**src/sas_pkg.sv**
```systemverilog
// Shared constants and carrier types of the converter sequencer
package sas_pkg;
    // Operating modes
    localparam logic [1:0] MODE_SINGLE = 2'h0;
    localparam logic [1:0] MODE_SCAN   = 2'h2;
    localparam logic [1:0] MODE_CONT   = 2'h3;
    // Hardware trigger sources and conditions
    localparam logic [1:0] TRG_SRC_EXT  = 2'h0;
    localparam logic [1:0] TRG_SRC_PWM  = 2'h3;
    localparam logic [1:0] TRG_FALL     = 2'h0;
    localparam logic [1:0] TRG_RISE     = 2'h1;
    localparam logic [1:0] TRG_LOW      = 2'h2;
    localparam logic [1:0] TRG_HIGH     = 2'h3;
    // Pin qualification, in peripheral clocks
    localparam int         LEVEL_MIN_PCLK = 8;
    localparam int         EDGE_MIN_PCLK  = 4;
    localparam logic [3:0] LEVEL_MIN      = 4'(LEVEL_MIN_PCLK);
    localparam logic [2:0] EDGE_LAST      = 3'(EDGE_MIN_PCLK - 1);
    // Result layout
    localparam int         RAW_W  = 12;
    localparam int         RES_W  = 16;
    localparam int         PAD_W  = RES_W - RAW_W;
    localparam int         CH_N   = 8;
    localparam int         CH_W   = 3;
    localparam int         FIFO_DEPTH = 8;

    typedef struct packed {
        logic [CH_W-1:0]  monitor_channel_sel;
        logic             compare_direction_bit;
        logic [RAW_W-1:0] compare_value;
        logic [3:0]       match_count_setting;
        logic             compare_irq_enable;
    } sas_cmp_cfg_t;

    typedef struct packed {
        logic             valid;
        logic             overrun;
        logic [RES_W-1:0] result_field;
    } sas_result_t;

    typedef struct packed {
        logic [CH_W-1:0]  channel;
        logic [RES_W-1:0] result_field;
    } sas_dma_word_t;
endpackage

```
**src/sas_top.sv**
```systemverilog
// Sequencer, trigger, comparator and DMA logic of the converter, with its result FIFO

// Result FIFO for DMA transfer words
module sas_fifo #(
    parameter int WIDTH = 19,
    parameter int DEPTH = 8
) (
    input  wire logic             clk_i,
    input  wire logic             rst_i,
    input  wire logic             in_valid_i,
    output logic                  in_ready_o,
    input  wire logic [WIDTH-1:0] in_data_i,
    output logic                  out_valid_o,
    input  wire logic             out_ready_i,
    output logic      [WIDTH-1:0] out_data_o
);
    localparam int AW = $clog2(DEPTH);
    logic [WIDTH-1:0] mem_reg [DEPTH];
    logic [AW-1:0]    wr_ptr_reg;
    logic [AW-1:0]    rd_ptr_reg;
    logic [AW:0]      count_reg;
    logic             push;
    logic             pop;

    // Honest flags from the occupancy count
    assign in_ready_o  = (count_reg != (AW+1)'(DEPTH));
    assign out_valid_o = (count_reg != '0);
    assign out_data_o  = mem_reg[rd_ptr_reg];
    assign push        = in_valid_i && in_ready_o;
    assign pop         = out_valid_o && out_ready_i;

    // Storage is not reset; only the pointers and the count carry state
    always_ff @(posedge clk_i) begin
        if (push) begin
            mem_reg[wr_ptr_reg] <= in_data_i;
        end
    end

    // Pointers wrap, so depth should be a power of two
    always_ff @(posedge clk_i or posedge rst_i) begin
        if (rst_i) begin
            wr_ptr_reg <= '0;
            rd_ptr_reg <= '0;
            count_reg  <= '0;
        end else begin
            if (push) wr_ptr_reg <= wr_ptr_reg + 1'b1;
            if (pop) rd_ptr_reg <= rd_ptr_reg + 1'b1;
            if (push && !pop) count_reg <= count_reg + 1'b1;
            else if (pop && !push) count_reg <= count_reg - 1'b1;
        end
    end
endmodule

// Summary of operation
// - Converter tick: selected source over prescale+1
// - Single start converts one channel, stores
// - Single completion sets done flag, interrupt
// - Go bit reads one, self-clears at end
// - Single mode uses lowest enabled channel
// - Single scan converts enabled channels ascending
// - Scan done flag only after full pass
// - Go cleared mid-scan: finish current, store
// - Continuous scan repeats passes while go set
// - External pin trigger with four conditions
// - Level held eight clocks, start on ninth
// - Active level keeps conversions going
// - Edge states under four clocks ignored
// - PWM centre pulse starts single scan
// - Two comparators, channel, direction, value
// - Match increments counter, mismatch clears it
// - Counter at setting plus one sets flag
// - Interrupt is any enabled flag
// - Completion queues DMA request when enabled
// - One DMA data port for all channels
// - Unmoved previous result sets overrun, overwrites
// - Valid set at completion, read clears both
// - Result unsigned or sign-extended per format bit
module sas_top #(
    parameter int PRESC_W    = 8,
    parameter int FIFO_DEPTH = sas_pkg::FIFO_DEPTH
) (
    input  wire logic                        clk_i,
    input  wire logic                        rst_i,
    input  wire logic [3:0]                  clk_src_tick_i,
    input  wire logic [1:0]                  clk_src_sel_i,
    input  wire logic [PRESC_W-1:0]          prescale_i,
    input  wire logic [1:0]                  mode_i,
    input  wire logic [sas_pkg::CH_N-1:0]    channel_enable_bits_i,
    input  wire logic                        go_set_i,
    input  wire logic                        go_clear_i,
    input  wire logic                        done_irq_enable_i,
    input  wire logic                        result_format_bit_i,
    input  wire logic                        dma_request_enable_i,
    input  wire logic                        hw_trigger_enable_i,
    input  wire logic [1:0]                  trigger_source_sel_i,
    input  wire logic [1:0]                  trigger_condition_sel_i,
    input  wire logic                        external_trigger_pin_i,
    input  wire logic                        pwm_trigger_i,
    input  wire sas_pkg::sas_cmp_cfg_t [1:0] cmp_cfg_i,
    input  wire logic                        done_flag_clear_i,
    input  wire logic [1:0]                  cmp_flag_clear_i,
    input  wire logic                        rd_en_i,
    input  wire logic [sas_pkg::CH_W-1:0]    rd_ch_i,
    output sas_pkg::sas_result_t             rd_data_o,
    output logic                             convert_go_bit_o,
    output logic                             conversion_done_flag_o,
    output logic                             compare0_flag_o,
    output logic                             compare1_flag_o,
    output logic                             irq_o,
    output logic                             conv_tick_o,
    output logic                             conv_start_o,
    output logic [sas_pkg::CH_W-1:0]         conv_channel_o,
    input  wire logic                        conv_done_i,
    input  wire logic [sas_pkg::RAW_W-1:0]   conv_data_i,
    output logic                             dma_req_o,
    input  wire logic                        dma_ack_i,
    output sas_pkg::sas_dma_word_t           dma_transfer_data_o
);
    typedef enum logic [2:0] {
        S_IDLE  = 3'b001,
        S_START = 3'b010,
        S_CONV  = 3'b100
    } sas_state_t;

    sas_state_t                        state_reg;
    logic [PRESC_W-1:0]                div_cnt_reg;
    logic                              go_reg;
    logic                              go_hw_set;
    logic                              go_set;
    logic                              fsm_clear;
    logic [sas_pkg::CH_W-1:0]          cur_ch_reg;
    logic [3:0]                        lvl_cnt_reg;
    logic [2:0]                        edge_cnt_reg;
    logic                              edge_filt_reg;
    logic                              edge_fire;
    logic                              lvl_active;
    logic                              is_level;
    logic                              hw_ok;
    logic                              done_flag_reg;
    logic [1:0]                        cmp_flag_reg;
    logic [4:0]                        match_cnt_reg [2];
    logic [1:0]                        cmp_eval;
    logic [1:0]                        cmp_hit;
    logic [1:0]                        cmp_match;
    logic [sas_pkg::RES_W-1:0]         result_reg [sas_pkg::CH_N];
    logic [sas_pkg::CH_N-1:0]          valid_reg;
    logic [sas_pkg::CH_N-1:0]          overrun_reg;
    logic [sas_pkg::CH_N-1:0]          dma_pend_reg;
    logic [sas_pkg::RES_W-1:0]         new_result;
    logic                              complete;
    logic [3:0]                        first_ch;
    logic [3:0]                        next_ch;
    logic                              pass_end;
    logic                              fifo_in_ready;
    logic                              fifo_push;
    logic                              dma_pop;
    sas_pkg::sas_dma_word_t            push_word;

    // Lowest enabled channel at or above start; bit 3 flags a hit
    function automatic logic [3:0] find_from(input logic [7:0] mask, input logic [3:0] start);
        logic [3:0] res;
        res = 4'h0;
        for (int i = sas_pkg::CH_N - 1; i >= 0; i--) begin
            if (mask[i] && (i >= int'(start))) res = {1'b1, 3'(i)};
        end
        return res;
    endfunction

    // converter clock divider
    // Source selection and divide by prescale plus one, as a tick
    always_ff @(posedge clk_i or posedge rst_i) begin
        if (rst_i) begin
            div_cnt_reg <= '0;
        end else if (clk_src_tick_i[clk_src_sel_i]) begin
            div_cnt_reg <= (div_cnt_reg == prescale_i) ? '0 : div_cnt_reg + 1'b1;
        end
    end
    assign conv_tick_o = clk_src_tick_i[clk_src_sel_i] && (div_cnt_reg == prescale_i);

    // trigger source and condition decode
    // Hardware starts are taken in single-cycle scan mode only
    assign hw_ok      = hw_trigger_enable_i && (mode_i == sas_pkg::MODE_SCAN);
    assign is_level   = (trigger_condition_sel_i == sas_pkg::TRG_LOW) ||
                        (trigger_condition_sel_i == sas_pkg::TRG_HIGH);
    assign lvl_active = (trigger_condition_sel_i == sas_pkg::TRG_HIGH) ?
                        external_trigger_pin_i : !external_trigger_pin_i;

    // level qualification counter
    // Saturates at eight; the ninth active clock raises the go bit
    always_ff @(posedge clk_i or posedge rst_i) begin
        if (rst_i) begin
            lvl_cnt_reg <= '0;
        end else if (!is_level || !lvl_active) begin
            lvl_cnt_reg <= '0;
        end else if (lvl_cnt_reg != sas_pkg::LEVEL_MIN) begin
            lvl_cnt_reg <= lvl_cnt_reg + 1'b1;
        end
    end

    // edge glitch filter
    // A new pin state must persist four clocks before it counts
    always_ff @(posedge clk_i or posedge rst_i) begin
        if (rst_i) begin
            edge_cnt_reg  <= '0;
            edge_filt_reg <= 1'b0;
        end else if (external_trigger_pin_i == edge_filt_reg) begin
            edge_cnt_reg <= '0;
        end else if (edge_cnt_reg == sas_pkg::EDGE_LAST) begin
            edge_cnt_reg  <= '0;
            edge_filt_reg <= external_trigger_pin_i;
        end else begin
            edge_cnt_reg <= edge_cnt_reg + 1'b1;
        end
    end
    assign edge_fire = (external_trigger_pin_i != edge_filt_reg) &&
                       (edge_cnt_reg == sas_pkg::EDGE_LAST) &&
                       (external_trigger_pin_i ==
                        (trigger_condition_sel_i == sas_pkg::TRG_RISE));

    // PWM centre pulse or external pin start
    // Level mode re-arms go every cycle, so passes chain while active
    always_comb begin
        go_hw_set = 1'b0;
        if (hw_ok && trigger_source_sel_i == sas_pkg::TRG_SRC_PWM) begin
            go_hw_set = pwm_trigger_i;
        end else if (hw_ok && trigger_source_sel_i == sas_pkg::TRG_SRC_EXT) begin
            go_hw_set = is_level ? (lvl_active && lvl_cnt_reg == sas_pkg::LEVEL_MIN)
                                 : edge_fire;
        end
    end

    assign go_set = go_set_i || go_hw_set;
    always_ff @(posedge clk_i or posedge rst_i) begin
        if (rst_i) begin
            go_reg <= 1'b0;
        end else if (go_set) begin
            go_reg <= 1'b1;
        end else if (go_clear_i || fsm_clear) begin
            go_reg <= 1'b0;
        end
    end
    assign convert_go_bit_o = go_reg;

    // Channel walk helpers
    assign first_ch  = find_from(channel_enable_bits_i, 4'h0);
    assign next_ch   = find_from(channel_enable_bits_i, {1'b0, cur_ch_reg} + 4'h1);
    assign complete  = (state_reg == S_CONV) && conv_done_i;
    assign pass_end  = (mode_i == sas_pkg::MODE_SINGLE) || !next_ch[3];
    // go self-clears at end
    // Continuous mode keeps go; single and scan drop it at the end
    assign fsm_clear = (complete && pass_end && mode_i != sas_pkg::MODE_CONT) ||
                       ((state_reg == S_IDLE) && !first_ch[3]);

    // sequencing
    // Start waits for room in the FIFO so no result is dropped
    always_ff @(posedge clk_i or posedge rst_i) begin
        if (rst_i) begin
            state_reg  <= S_IDLE;
            cur_ch_reg <= '0;
        end else begin
            case (state_reg)
                S_IDLE: begin
                    if ((go_reg || go_set) && first_ch[3]) begin
                        cur_ch_reg <= first_ch[2:0];
                        state_reg  <= S_START;
                    end
                end
                S_START: begin
                    if (!go_reg) begin
                        state_reg <= S_IDLE;
                    end else if (conv_tick_o && (fifo_in_ready || !dma_request_enable_i)) begin
                        state_reg <= S_CONV;
                    end
                end
                S_CONV: begin
                    if (conv_done_i) begin
                        if (!go_reg || (pass_end && mode_i != sas_pkg::MODE_CONT)) begin
                            state_reg <= S_IDLE;
                        end else if (pass_end) begin
                            cur_ch_reg <= first_ch[2:0];
                            state_reg  <= first_ch[3] ? S_START : S_IDLE;
                        end else begin
                            cur_ch_reg <= next_ch[2:0];
                            state_reg  <= S_START;
                        end
                    end
                end
                default: state_reg <= S_IDLE;
            endcase
        end
    end
    assign conv_start_o   = (state_reg == S_START) && go_reg && conv_tick_o &&
                            (fifo_in_ready || !dma_request_enable_i);
    assign conv_channel_o = cur_ch_reg;

    assign new_result = result_format_bit_i ?
        {{sas_pkg::PAD_W{conv_data_i[sas_pkg::RAW_W-1]}}, conv_data_i} :
        {{sas_pkg::PAD_W{1'b0}}, conv_data_i};

    // per-channel results and flags
    // A completion on the channel being read wins over the read clear
    always_ff @(posedge clk_i or posedge rst_i) begin
        if (rst_i) begin
            valid_reg    <= '0;
            overrun_reg  <= '0;
            dma_pend_reg <= '0;
            for (int i = 0; i < sas_pkg::CH_N; i++) result_reg[i] <= '0;
        end else begin
            if (rd_en_i) begin
                valid_reg[rd_ch_i]   <= 1'b0;
                overrun_reg[rd_ch_i] <= 1'b0;
            end
            if (dma_pop) dma_pend_reg[dma_transfer_data_o.channel] <= 1'b0;
            if (complete) begin
                result_reg[cur_ch_reg] <= new_result;
                valid_reg[cur_ch_reg]  <= 1'b1;
                if (valid_reg[cur_ch_reg] || dma_pend_reg[cur_ch_reg]) begin
                    overrun_reg[cur_ch_reg] <= 1'b1;
                end
                if (dma_request_enable_i) dma_pend_reg[cur_ch_reg] <= 1'b1;
            end
        end
    end

    // Read port of the data registers, registered
    always_ff @(posedge clk_i or posedge rst_i) begin
        if (rst_i) begin
            rd_data_o <= '0;
        end else if (rd_en_i) begin
            rd_data_o <= '{valid_reg[rd_ch_i], overrun_reg[rd_ch_i], result_reg[rd_ch_i]};
        end
    end

    assign fifo_push = complete && dma_request_enable_i;
    assign push_word = '{cur_ch_reg, new_result};
    assign dma_pop   = dma_req_o && dma_ack_i;
    sas_fifo #(
        .WIDTH ($bits(sas_pkg::sas_dma_word_t)),
        .DEPTH (FIFO_DEPTH)
    ) u_fifo (
        .clk_i       (clk_i),
        .rst_i       (rst_i),
        .in_valid_i  (fifo_push),
        .in_ready_o  (fifo_in_ready),
        .in_data_i   (push_word),
        .out_valid_o (dma_req_o),
        .out_ready_i (dma_ack_i),
        .out_data_o  (dma_transfer_data_o)
    );

    always_comb begin
        for (int k = 0; k < 2; k++) begin
            cmp_eval[k]  = complete && (cur_ch_reg == cmp_cfg_i[k].monitor_channel_sel);
            cmp_match[k] = cmp_cfg_i[k].compare_direction_bit ?
                (conv_data_i >= cmp_cfg_i[k].compare_value) :
                (conv_data_i <  cmp_cfg_i[k].compare_value);
            cmp_hit[k]   = cmp_eval[k] && cmp_match[k] &&
                (match_cnt_reg[k] + 5'h1 == {1'b0, cmp_cfg_i[k].match_count_setting} + 5'h1);
        end
    end

    // Match counters saturate once the flag threshold is reached
    always_ff @(posedge clk_i or posedge rst_i) begin
        if (rst_i) begin
            match_cnt_reg[0] <= '0;
            match_cnt_reg[1] <= '0;
        end else begin
            for (int k = 0; k < 2; k++) begin
                if (cmp_eval[k] && !cmp_match[k]) begin
                    match_cnt_reg[k] <= '0;
                end else if (cmp_eval[k] && !cmp_hit[k]) begin
                    match_cnt_reg[k] <= match_cnt_reg[k] + 5'h1;
                end
            end
        end
    end

    // sticky flags, set wins over clear
    always_ff @(posedge clk_i or posedge rst_i) begin
        if (rst_i) begin
            done_flag_reg <= 1'b0;
            cmp_flag_reg  <= '0;
        end else begin
            done_flag_reg <= (complete && pass_end) || (done_flag_reg && !done_flag_clear_i);
            cmp_flag_reg  <= cmp_hit | (cmp_flag_reg & ~cmp_flag_clear_i);
        end
    end
    assign conversion_done_flag_o = done_flag_reg;
    assign compare0_flag_o        = cmp_flag_reg[0];
    assign compare1_flag_o        = cmp_flag_reg[1];

    assign irq_o = (done_flag_reg && done_irq_enable_i) ||
                   (cmp_flag_reg[0] && cmp_cfg_i[0].compare_irq_enable) ||
                   (cmp_flag_reg[1] && cmp_cfg_i[1].compare_irq_enable);

    chk_done_single: assert property (@(posedge clk_i) disable iff (rst_i)
        complete && mode_i == sas_pkg::MODE_SINGLE |=> done_flag_reg)
        else $error("done flag missing after single conversion");
    chk_scan_no_early: assert property (@(posedge clk_i) disable iff (rst_i)
        complete && mode_i != sas_pkg::MODE_SINGLE && next_ch[3] && !done_flag_reg
        |=> !done_flag_reg)
        else $error("done flag set before pass end");
    chk_go_clear: assert property (@(posedge clk_i) disable iff (rst_i)
        complete && mode_i == sas_pkg::MODE_SINGLE && !go_set |=> !go_reg)
        else $error("go bit not cleared after single conversion");
    chk_lowest_ch: assert property (@(posedge clk_i) disable iff (rst_i)
        state_reg == S_IDLE && go_reg && first_ch[3] |=> cur_ch_reg == $past(first_ch[2:0]))
        else $error("start not on lowest enabled channel");
    chk_level_ninth: assert property (@(posedge clk_i) disable iff (rst_i)
        hw_ok && trigger_source_sel_i == sas_pkg::TRG_SRC_EXT && is_level && lvl_active &&
        lvl_cnt_reg == sas_pkg::LEVEL_MIN |=> go_reg)
        else $error("level trigger did not set go");
    chk_edge_stable: assert property (@(posedge clk_i) disable iff (rst_i)
        edge_fire |-> external_trigger_pin_i == $past(external_trigger_pin_i, 3))
        else $error("edge accepted from short pulse");
    chk_valid_set: assert property (@(posedge clk_i) disable iff (rst_i)
        complete |=> valid_reg[$past(cur_ch_reg)])
        else $error("valid not set on completion");
    chk_overrun_set: assert property (@(posedge clk_i) disable iff (rst_i)
        complete && valid_reg[cur_ch_reg] |=> overrun_reg[$past(cur_ch_reg)])
        else $error("overrun not flagged");
    chk_cmp_clear: assert property (@(posedge clk_i) disable iff (rst_i)
        cmp_eval[0] && !cmp_match[0] |=> match_cnt_reg[0] == 5'h0)
        else $error("match counter not cleared");
    chk_dma_req: assert property (@(posedge clk_i) disable iff (rst_i)
        fifo_push |=> dma_req_o)
        else $error("no DMA request after result");
    chk_irq_done: assert property (@(posedge clk_i) disable iff (rst_i)
        done_flag_reg && done_irq_enable_i |-> irq_o)
        else $error("interrupt missing for done flag");
endmodule

```
**config.mk**
```make
export PLATFORM = sky130hd
export DESIGN_NAME = sas_top
export DESIGN_NICKNAME = d
export VERILOG_FILES = /design/src/sas_pkg.sv /design/src/sas_top.sv
export SDC_FILE = /design/constraint.sdc
export NUM_CORES = 1
export LEC_CHECK = 0
export ABC_AREA = 1
export BUFFER_PORTS_ARGS = -buffer_cell sky130_fd_sc_hd__buf_2
export CELL_PAD_IN_SITES_DETAIL_PLACEMENT = 1
export CELL_PAD_IN_SITES_GLOBAL_PLACEMENT = 1
export CORE_MARGIN = 10
export CORE_UTILIZATION = 40
export DETAILED_ROUTE_END_ITERATION = 10
export GPL_ROUTABILITY_DRIVEN = 0
export GPL_TIMING_DRIVEN = 0
export PLACE_DENSITY_LB_ADDON = 0.1
export SETUP_SLACK_MARGIN = 0.4
export SYNTH_ARGS = -nofsm -noshare
export SYNTH_HDL_FRONTEND = slang
export SYNTH_HIERARCHICAL = 1
export SYNTH_SLANG_ARGS = --single-unit
```
**constraint.sdc**
```tcl
create_clock -name clk_i -period 6.23 [get_ports clk_i]
set_input_delay 0.623 -clock clk_i [delete_from_list [all_inputs] [get_ports clk_i]]
set_output_delay 0.623 -clock clk_i [all_outputs]
set_load 0.005 [all_outputs]
```
## After elaboration in Yosys (flattened, before gate mapping)

Memories as Yosys holds them, arrays and structs flattened.
Cells that the tools add are included.

- $lt $le $gt $ge: 22
- Multiplexer cells: 81
- Divide/modulo/power cells: 0
- Equality and inequality tests: 25
- Shift operators: 0
- Bitwise operators: 14
- Reduce and logical (&&, ||, !) cells: 87
- Add/sub/neg operators: 12
- Multiply operators: 0

Operators with widths:

| kind | count |
|---|---|
| $bwmux W128 | 1 |
| $mux W4 | 20 |
| $mux W8 | 9 |
| $mux W16 | 4 |
| $bmux W16 S3 | 1 |
| $demux W16 S3 | 1 |
| $logic_and A1 B1 Y1 | 48 |
| $mux W3 | 10 |
| $and A8 B8 Y8 | 3 |
| $ge A12 B12 Y1 | 2 |
| $lt A12 B12 Y1 | 2 |
| $or A8 B8 Y8 | 3 |
| $mux W5 | 4 |
| $mux W1 | 18 |
| $ge A3 B4 Y1 const A | 4 |
| $not A8 Y8 | 2 |
| $logic_not A1 Y1 | 14 |
| $logic_or A1 B1 Y1 | 13 |
| $bmux W1 S3 | 4 |
| $lt A3 B4 Y1 const B | 3 |
| $reduce_bool A2 Y1 | 6 |
| $add A4 B1 Y5 const B | 2 |
| $add A5 B1 Y5 const B | 2 |
| $eq A5 B5 Y1 | 2 |
| other kinds (40) | 63 |

- Bits in read-only memories: 0
- Memories kept: 1
- Output and inout bits: 48
- Bits in writable memories: 152
- Latch bits: 0
- Input port bits: 101
- Bits in registers: 216

Memories:

| memory | words | width | rd ports | clocked after memory_dff | wr ports | RTL line | source |
|---|---|---|---|---|---|---|---|
| u_fifo.mem_reg | 8 | 19 | 1 | 0 | 1 | sas_top.sv:18 | `logic [WIDTH-1:0] mem_reg [DEPTH];` |

## Depth between registers and ports, before layout

- Word-level depth: 19
- Depth in mapped cells: 18
- Mapped depth without buffers: 16

## Modules after synthesis

Netlist, hierarchy kept.

By module, submodules not included:

| module | cells each | seq. area each (µm²) | area an instance (µm²) | times used |
|---|---|---|---|---|
| sas_top | 1257 | 4480.5 | 9733.1 | 1 |
| sas_fifo | 587 | 4814.6 | 6665.1 | 1 |

## Worst setup path after synthesis

Ideal clock, no wire load.

- Kind: reg-to-reg
- Start: register state_reg[1]
- End: memory u_fifo.mem_reg[0][0] (enable)
- Path slack: 3.853 ns
- Required time: 5.835 ns
- Cell stages (with the launch flop): 8
- Period minus slack after synthesis: 2.377 ns
- Data arrival time: 1.983 ns
- Setup time: 0.395 ns
- Cells stage by stage: dfrtp_1 > nor3_4 > nand2_4 > nor2_1 > nand2_1 > inv_2 > nand2_1 > nor2_1

- Word-level cells in the longest chain between the ends: 6

RTL lines:

| item | RTL line | source |
|---|---|---|
| from (decl) | sas_top.sv:125 | `sas_state_t state_reg;` |
| from (signal assigned) | sas_top.sv:281 | `state_reg <= first_ch[3] ? S_START : S_IDLE;` |
| $eq A3 B3 Y1 | sas_top.sv:247 | `assign complete = (state_reg == S_CONV) && conv_done_i;` |
| $logic_and A1 B1 Y1 | sas_top.sv:247 |  |
| $logic_and A1 B1 Y1 | sas_top.sv:334 | `assign fifo_push = complete && dma_request_enable_i;` |
| via fifo_push | sas_top.sv:155 | `logic fifo_push;` |
| $logic_and A1 B1 Y1 | sas_top.sv:29 | `assign push = in_valid_i && in_ready_o;` |
| via u_fifo.push | sas_top.sv:22 | `logic push;` |
| $mux W1 | sas_top.sv:34 | `if (push) begin` |
| $mux W1 (implied by the code) | sas_top.sv:35 | `mem_reg[wr_ptr_reg] <= in_data_i;` |
| to (decl) | sas_top.sv:18 |  |

The timed path passes the listed nets, and every way through them passes these cells.

==> results.json <==
{
  "grt_pass1_vias": 14932,
  "p_sw_share_pct": 33.8,
  "synthesis.nets": 1987,
  "synthSimpleGateAreaFrac_pct": 21.0,
  "regArea_um2": 9300,
  "layout_commonest_cell": "nand2_1",
  "syn_area_um2": 16400,
  "crit_fanout": 10,
  "dr.first_iter.drc_count": 870,
  "firstDrtPassIters": 5,
  "slowest_delay_ns": 0.44,
  "layout_common_cells": "nand2_1, dfrtp_1, buf_2, o21ai_0, inv_1",
  "min_period_ns": 3.03,
  "ys_warn_count": 6,
  "path_common_cell": "buf_2",
  "rows": 74,
  "dieWidth_um": 222,
  "end_kind": "output port",
  "grt_usage_pct": 21.0,
  "synth_compound_area_share_pct": 10.8,
  "grt-ovfl-total": 0,
  "antenna_found_initial": 0,
  "cts.sinks": 341,
  "core_area_um2": 40600,
  "status": "completed",
  "drc_errors": 0,
  "num-fill-cells": 4816,
  "slew_violations": 0,
  "crit_chain": "inv_2 > buf_2 > buf_2 > o21ai_0 > o21ai_1 > nand2_1 > nand2_1 > buf_2",
  "power_frac_seq_pct": 38.5,
  "worst_slew_pin_slew_ns": 0.981,
  "synth-async-reset-ratio_pct": 55.4,
  "relSlewSlack_pct": 34.5,
  "start_util_pct": 40.3,
  "vias_per_cell": 5.24,
  "finalInstanceArea_um2": 19300,
  "pwr-share-clk_pct": 34.7,
  "cts_resized": 0,
  "fin_nets": 2185,
  "cp-start-kind": "flop",
  "fin_util_pct": 47.4,
  "setup_violations": 0,
  "multiInputGateArea_um2": 6060,
  "dp_hpwl_mm": 37.3,
  "die_h_um": 222,
  "p_per_area_nw_per_um2": 347,
  "synth_xor_area_share_pct": 1.76,
  "avgRoutedWirePerCell_um": 20.2,
  "drive_above_1_share_pct": 14.3,
  "largest_reg_flops": 152,
  "min_path_type": "input pin to async pin",
  "intPower_w": 0.00444,
  "antenna_left": 0,
  "fin_crit_sh_pct": 48.6,
  "synth_seq_cells": 341,
  "critPathBufInv": 4,
  "drt_wl_total_mm": 52.6,
  "grt_max_degree": 91,
  "post_cts_buffers": 0,
  "irDropWorstVdd_mv": 0.176,
  "cts_tree": "built",
  "vias": 13643,
  "yosysUniqueCellTypes": 52,
  "synth_top_family_by_area": "simple AND/OR/NAND/NOR gates",
  "syn_area_per_cell_um2": 8.89,
  "power_switching_w": 0.00226,
  "cts_root_buf": "clkbuf_16",
  "cts-htree-levels": 2,
  "cts_hold_repair.buffers": 0,
  "grt_pass1_wl_mm": 83.0,
  "combPwrFrac_pct": 26.8,
  "synth_ff_type": "dfrtp_1",
  "fmax_mhz": 330,
  "seq_area_frac_synth_pct": 56.7,
  "criticalPathCategory": "flop to output port",
  "cp.arrival_ns": 2.41,
  "clk_path_buf_depth": 3,
  "clkLatencyLatePin_ns": 0.55,
  "place_area_um2": 18000,
  "io_buffers": 148,
  "synth.area.mux_share_pct": 0,
  "path_clk_slew_ns": 0.06,
  "total_leakage_power_nw": 9.08,
  "synthAdderAreaFrac_pct": 3.25,
  "slowest_stage": "dfrtp_1",
  "dieArea_um2": 49500,
  "finalHoldViolations": 0,
  "postSynthCellCount": 1844,
  "cts_buffers": 39,
  "rsz0062_at_grt": "no",
  "synth_edf_count": 152,
  "ios": 149,
  "worst_clock_skew_ns": 0.0135,
  "required_ns": 5.61,
  "drv_cap": 0,
  "path_delay_family": "buffers and inverters",
  "area_growth_pct": 17.6
}
==> cells in the mapped netlist (2+ instances only) <==
cell type / count / share of area (%)
a211oi_1: 12 / 0.55
a21oi_1: 52 / 1.6
a221oi_1: 6 / 0.32
a31oi_1: 3 / 0.11
and2_1: 2 / 0.076
buf_2: 29 / 0.89
buf_4: 7 / 0.32
buf_6: 7 / 0.48
clkbuf_1: 30 / 0.69
dfrtp_1: 188 / 29
edfxtp_1: 152 / 28
ha_1: 41 / 3.1
inv_1: 165 / 3.8
inv_2: 6 / 0.14
nand2_1: 607 / 14
nand2_2: 5 / 0.19
nand3_1: 46 / 1.4
nand3b_1: 5 / 0.23
nand4_1: 19 / 0.72
nor2_1: 133 / 3.0
nor3_1: 21 / 0.64
o2111ai_1: 2 / 0.11
o21ai_0: 172 / 5.2
o21ai_1: 50 / 1.5
o221ai_1: 3 / 0.16
o22ai_1: 17 / 0.65
o31ai_1: 2 / 0.092
o32ai_1: 2 / 0.11
or2_2: 6 / 0.23
xnor2_1: 16 / 0.85
xor2_1: 17 / 0.91
==> path summary, 6_finish.rpt <==
kind / startpoint / end / slack, ns / depth (start not counted)
max: u_fifo/rd_ptr_reg[1]$_DFFE_PP0P_ / dma_transfer_data_o[17] / 3.20 / 8
min: rst_i / u_fifo/wr_ptr_reg[1]$_DFFE_PP0P_ / 0.15 / 2
max reg2reg: conv_channel_o[0]$_DFFE_PP0P_ / conv_channel_o[1]$_DFFE_PP0P_ / 3.45 / 17
min reg2reg: edge_cnt_reg[0]$_DFF_PP0_ / edge_cnt_reg[0]$_DFF_PP0_ / 0.44 / 1
max in group asynchronous: rst_i / result_reg[18]$_DFFE_PP0P_ / 5.12 / 3
min in group clk_i: cmp_flag_clear_i[0] / cmp_flag_reg[0]$_DFF_PP0_ / 0.27 / 2
==> final cells by class <==
| cell class | instances | area share, % |
|---|---|---|
| flip-flops and latches | 341 | 48.2 |
| multi-input cells | 1254 | 31.4 |
| clock buffers | 50 | 5.59 |
| repair buffers | 157 | 4.74 |
| well taps | 532 | 3.45 |
| inverters | 173 | 3.41 |
| plain buffers | 76 | 2.14 |
| clock inverters | 20 | 1.04 |
| diodes | 1 | 0.0130 |
==> kinds of logic (layout without fill, tap and decap cells) <==
kind of cell    count (synthesis)  in the layout
flops                         341            341
compound gates                327            327
simple gates                  852            852
xor+xnor                       33             33
other cells                     0              1
buf+inv                       249            476
fa+ha+maj                      42             42
==> power by group through the flow <==
stage / Combinational (W) / Sequential [W] / Clock, W
after floorplan: 0.00113 / 0.00258 / 0
after CTS: 0.00183 / 0.00258 / 0.00238
after global placement: 0.00174 / 0.00262 / 0
after detailed placement: 0.00181 / 0.00262 / 0
final: 0.00180 / 0.00258 / 0.00233
after global routing: 0.00204 / 0.00259 / 0.00247
==> layer usage <==
layer | track usage, % | part of all wire [%]
met2 | 37.5 | 51
met5 | 0 | 0
met3 | 2.86 | 3.7
met1 | 25.9 | 43
met4 | 6.36 | 2.3
==> through the flow <==
step                      power, W  hold WS, ns  TNS, ns  worst slack (ns)  instances
final                      0.00670        0.154        0              3.20       2604
after global routing       0.00710        0.182        0              3.06       2603
after CTS                  0.00678        0.142        0              3.16       2603
after detailed placement   0.00443        0.436        0              2.86       2533
after global placement     0.00436        0.417  -329.09             -1.86       2524
after floorplan            0.00370        0.406        0             0.750       1844
(Power assumes the default switching activity.)
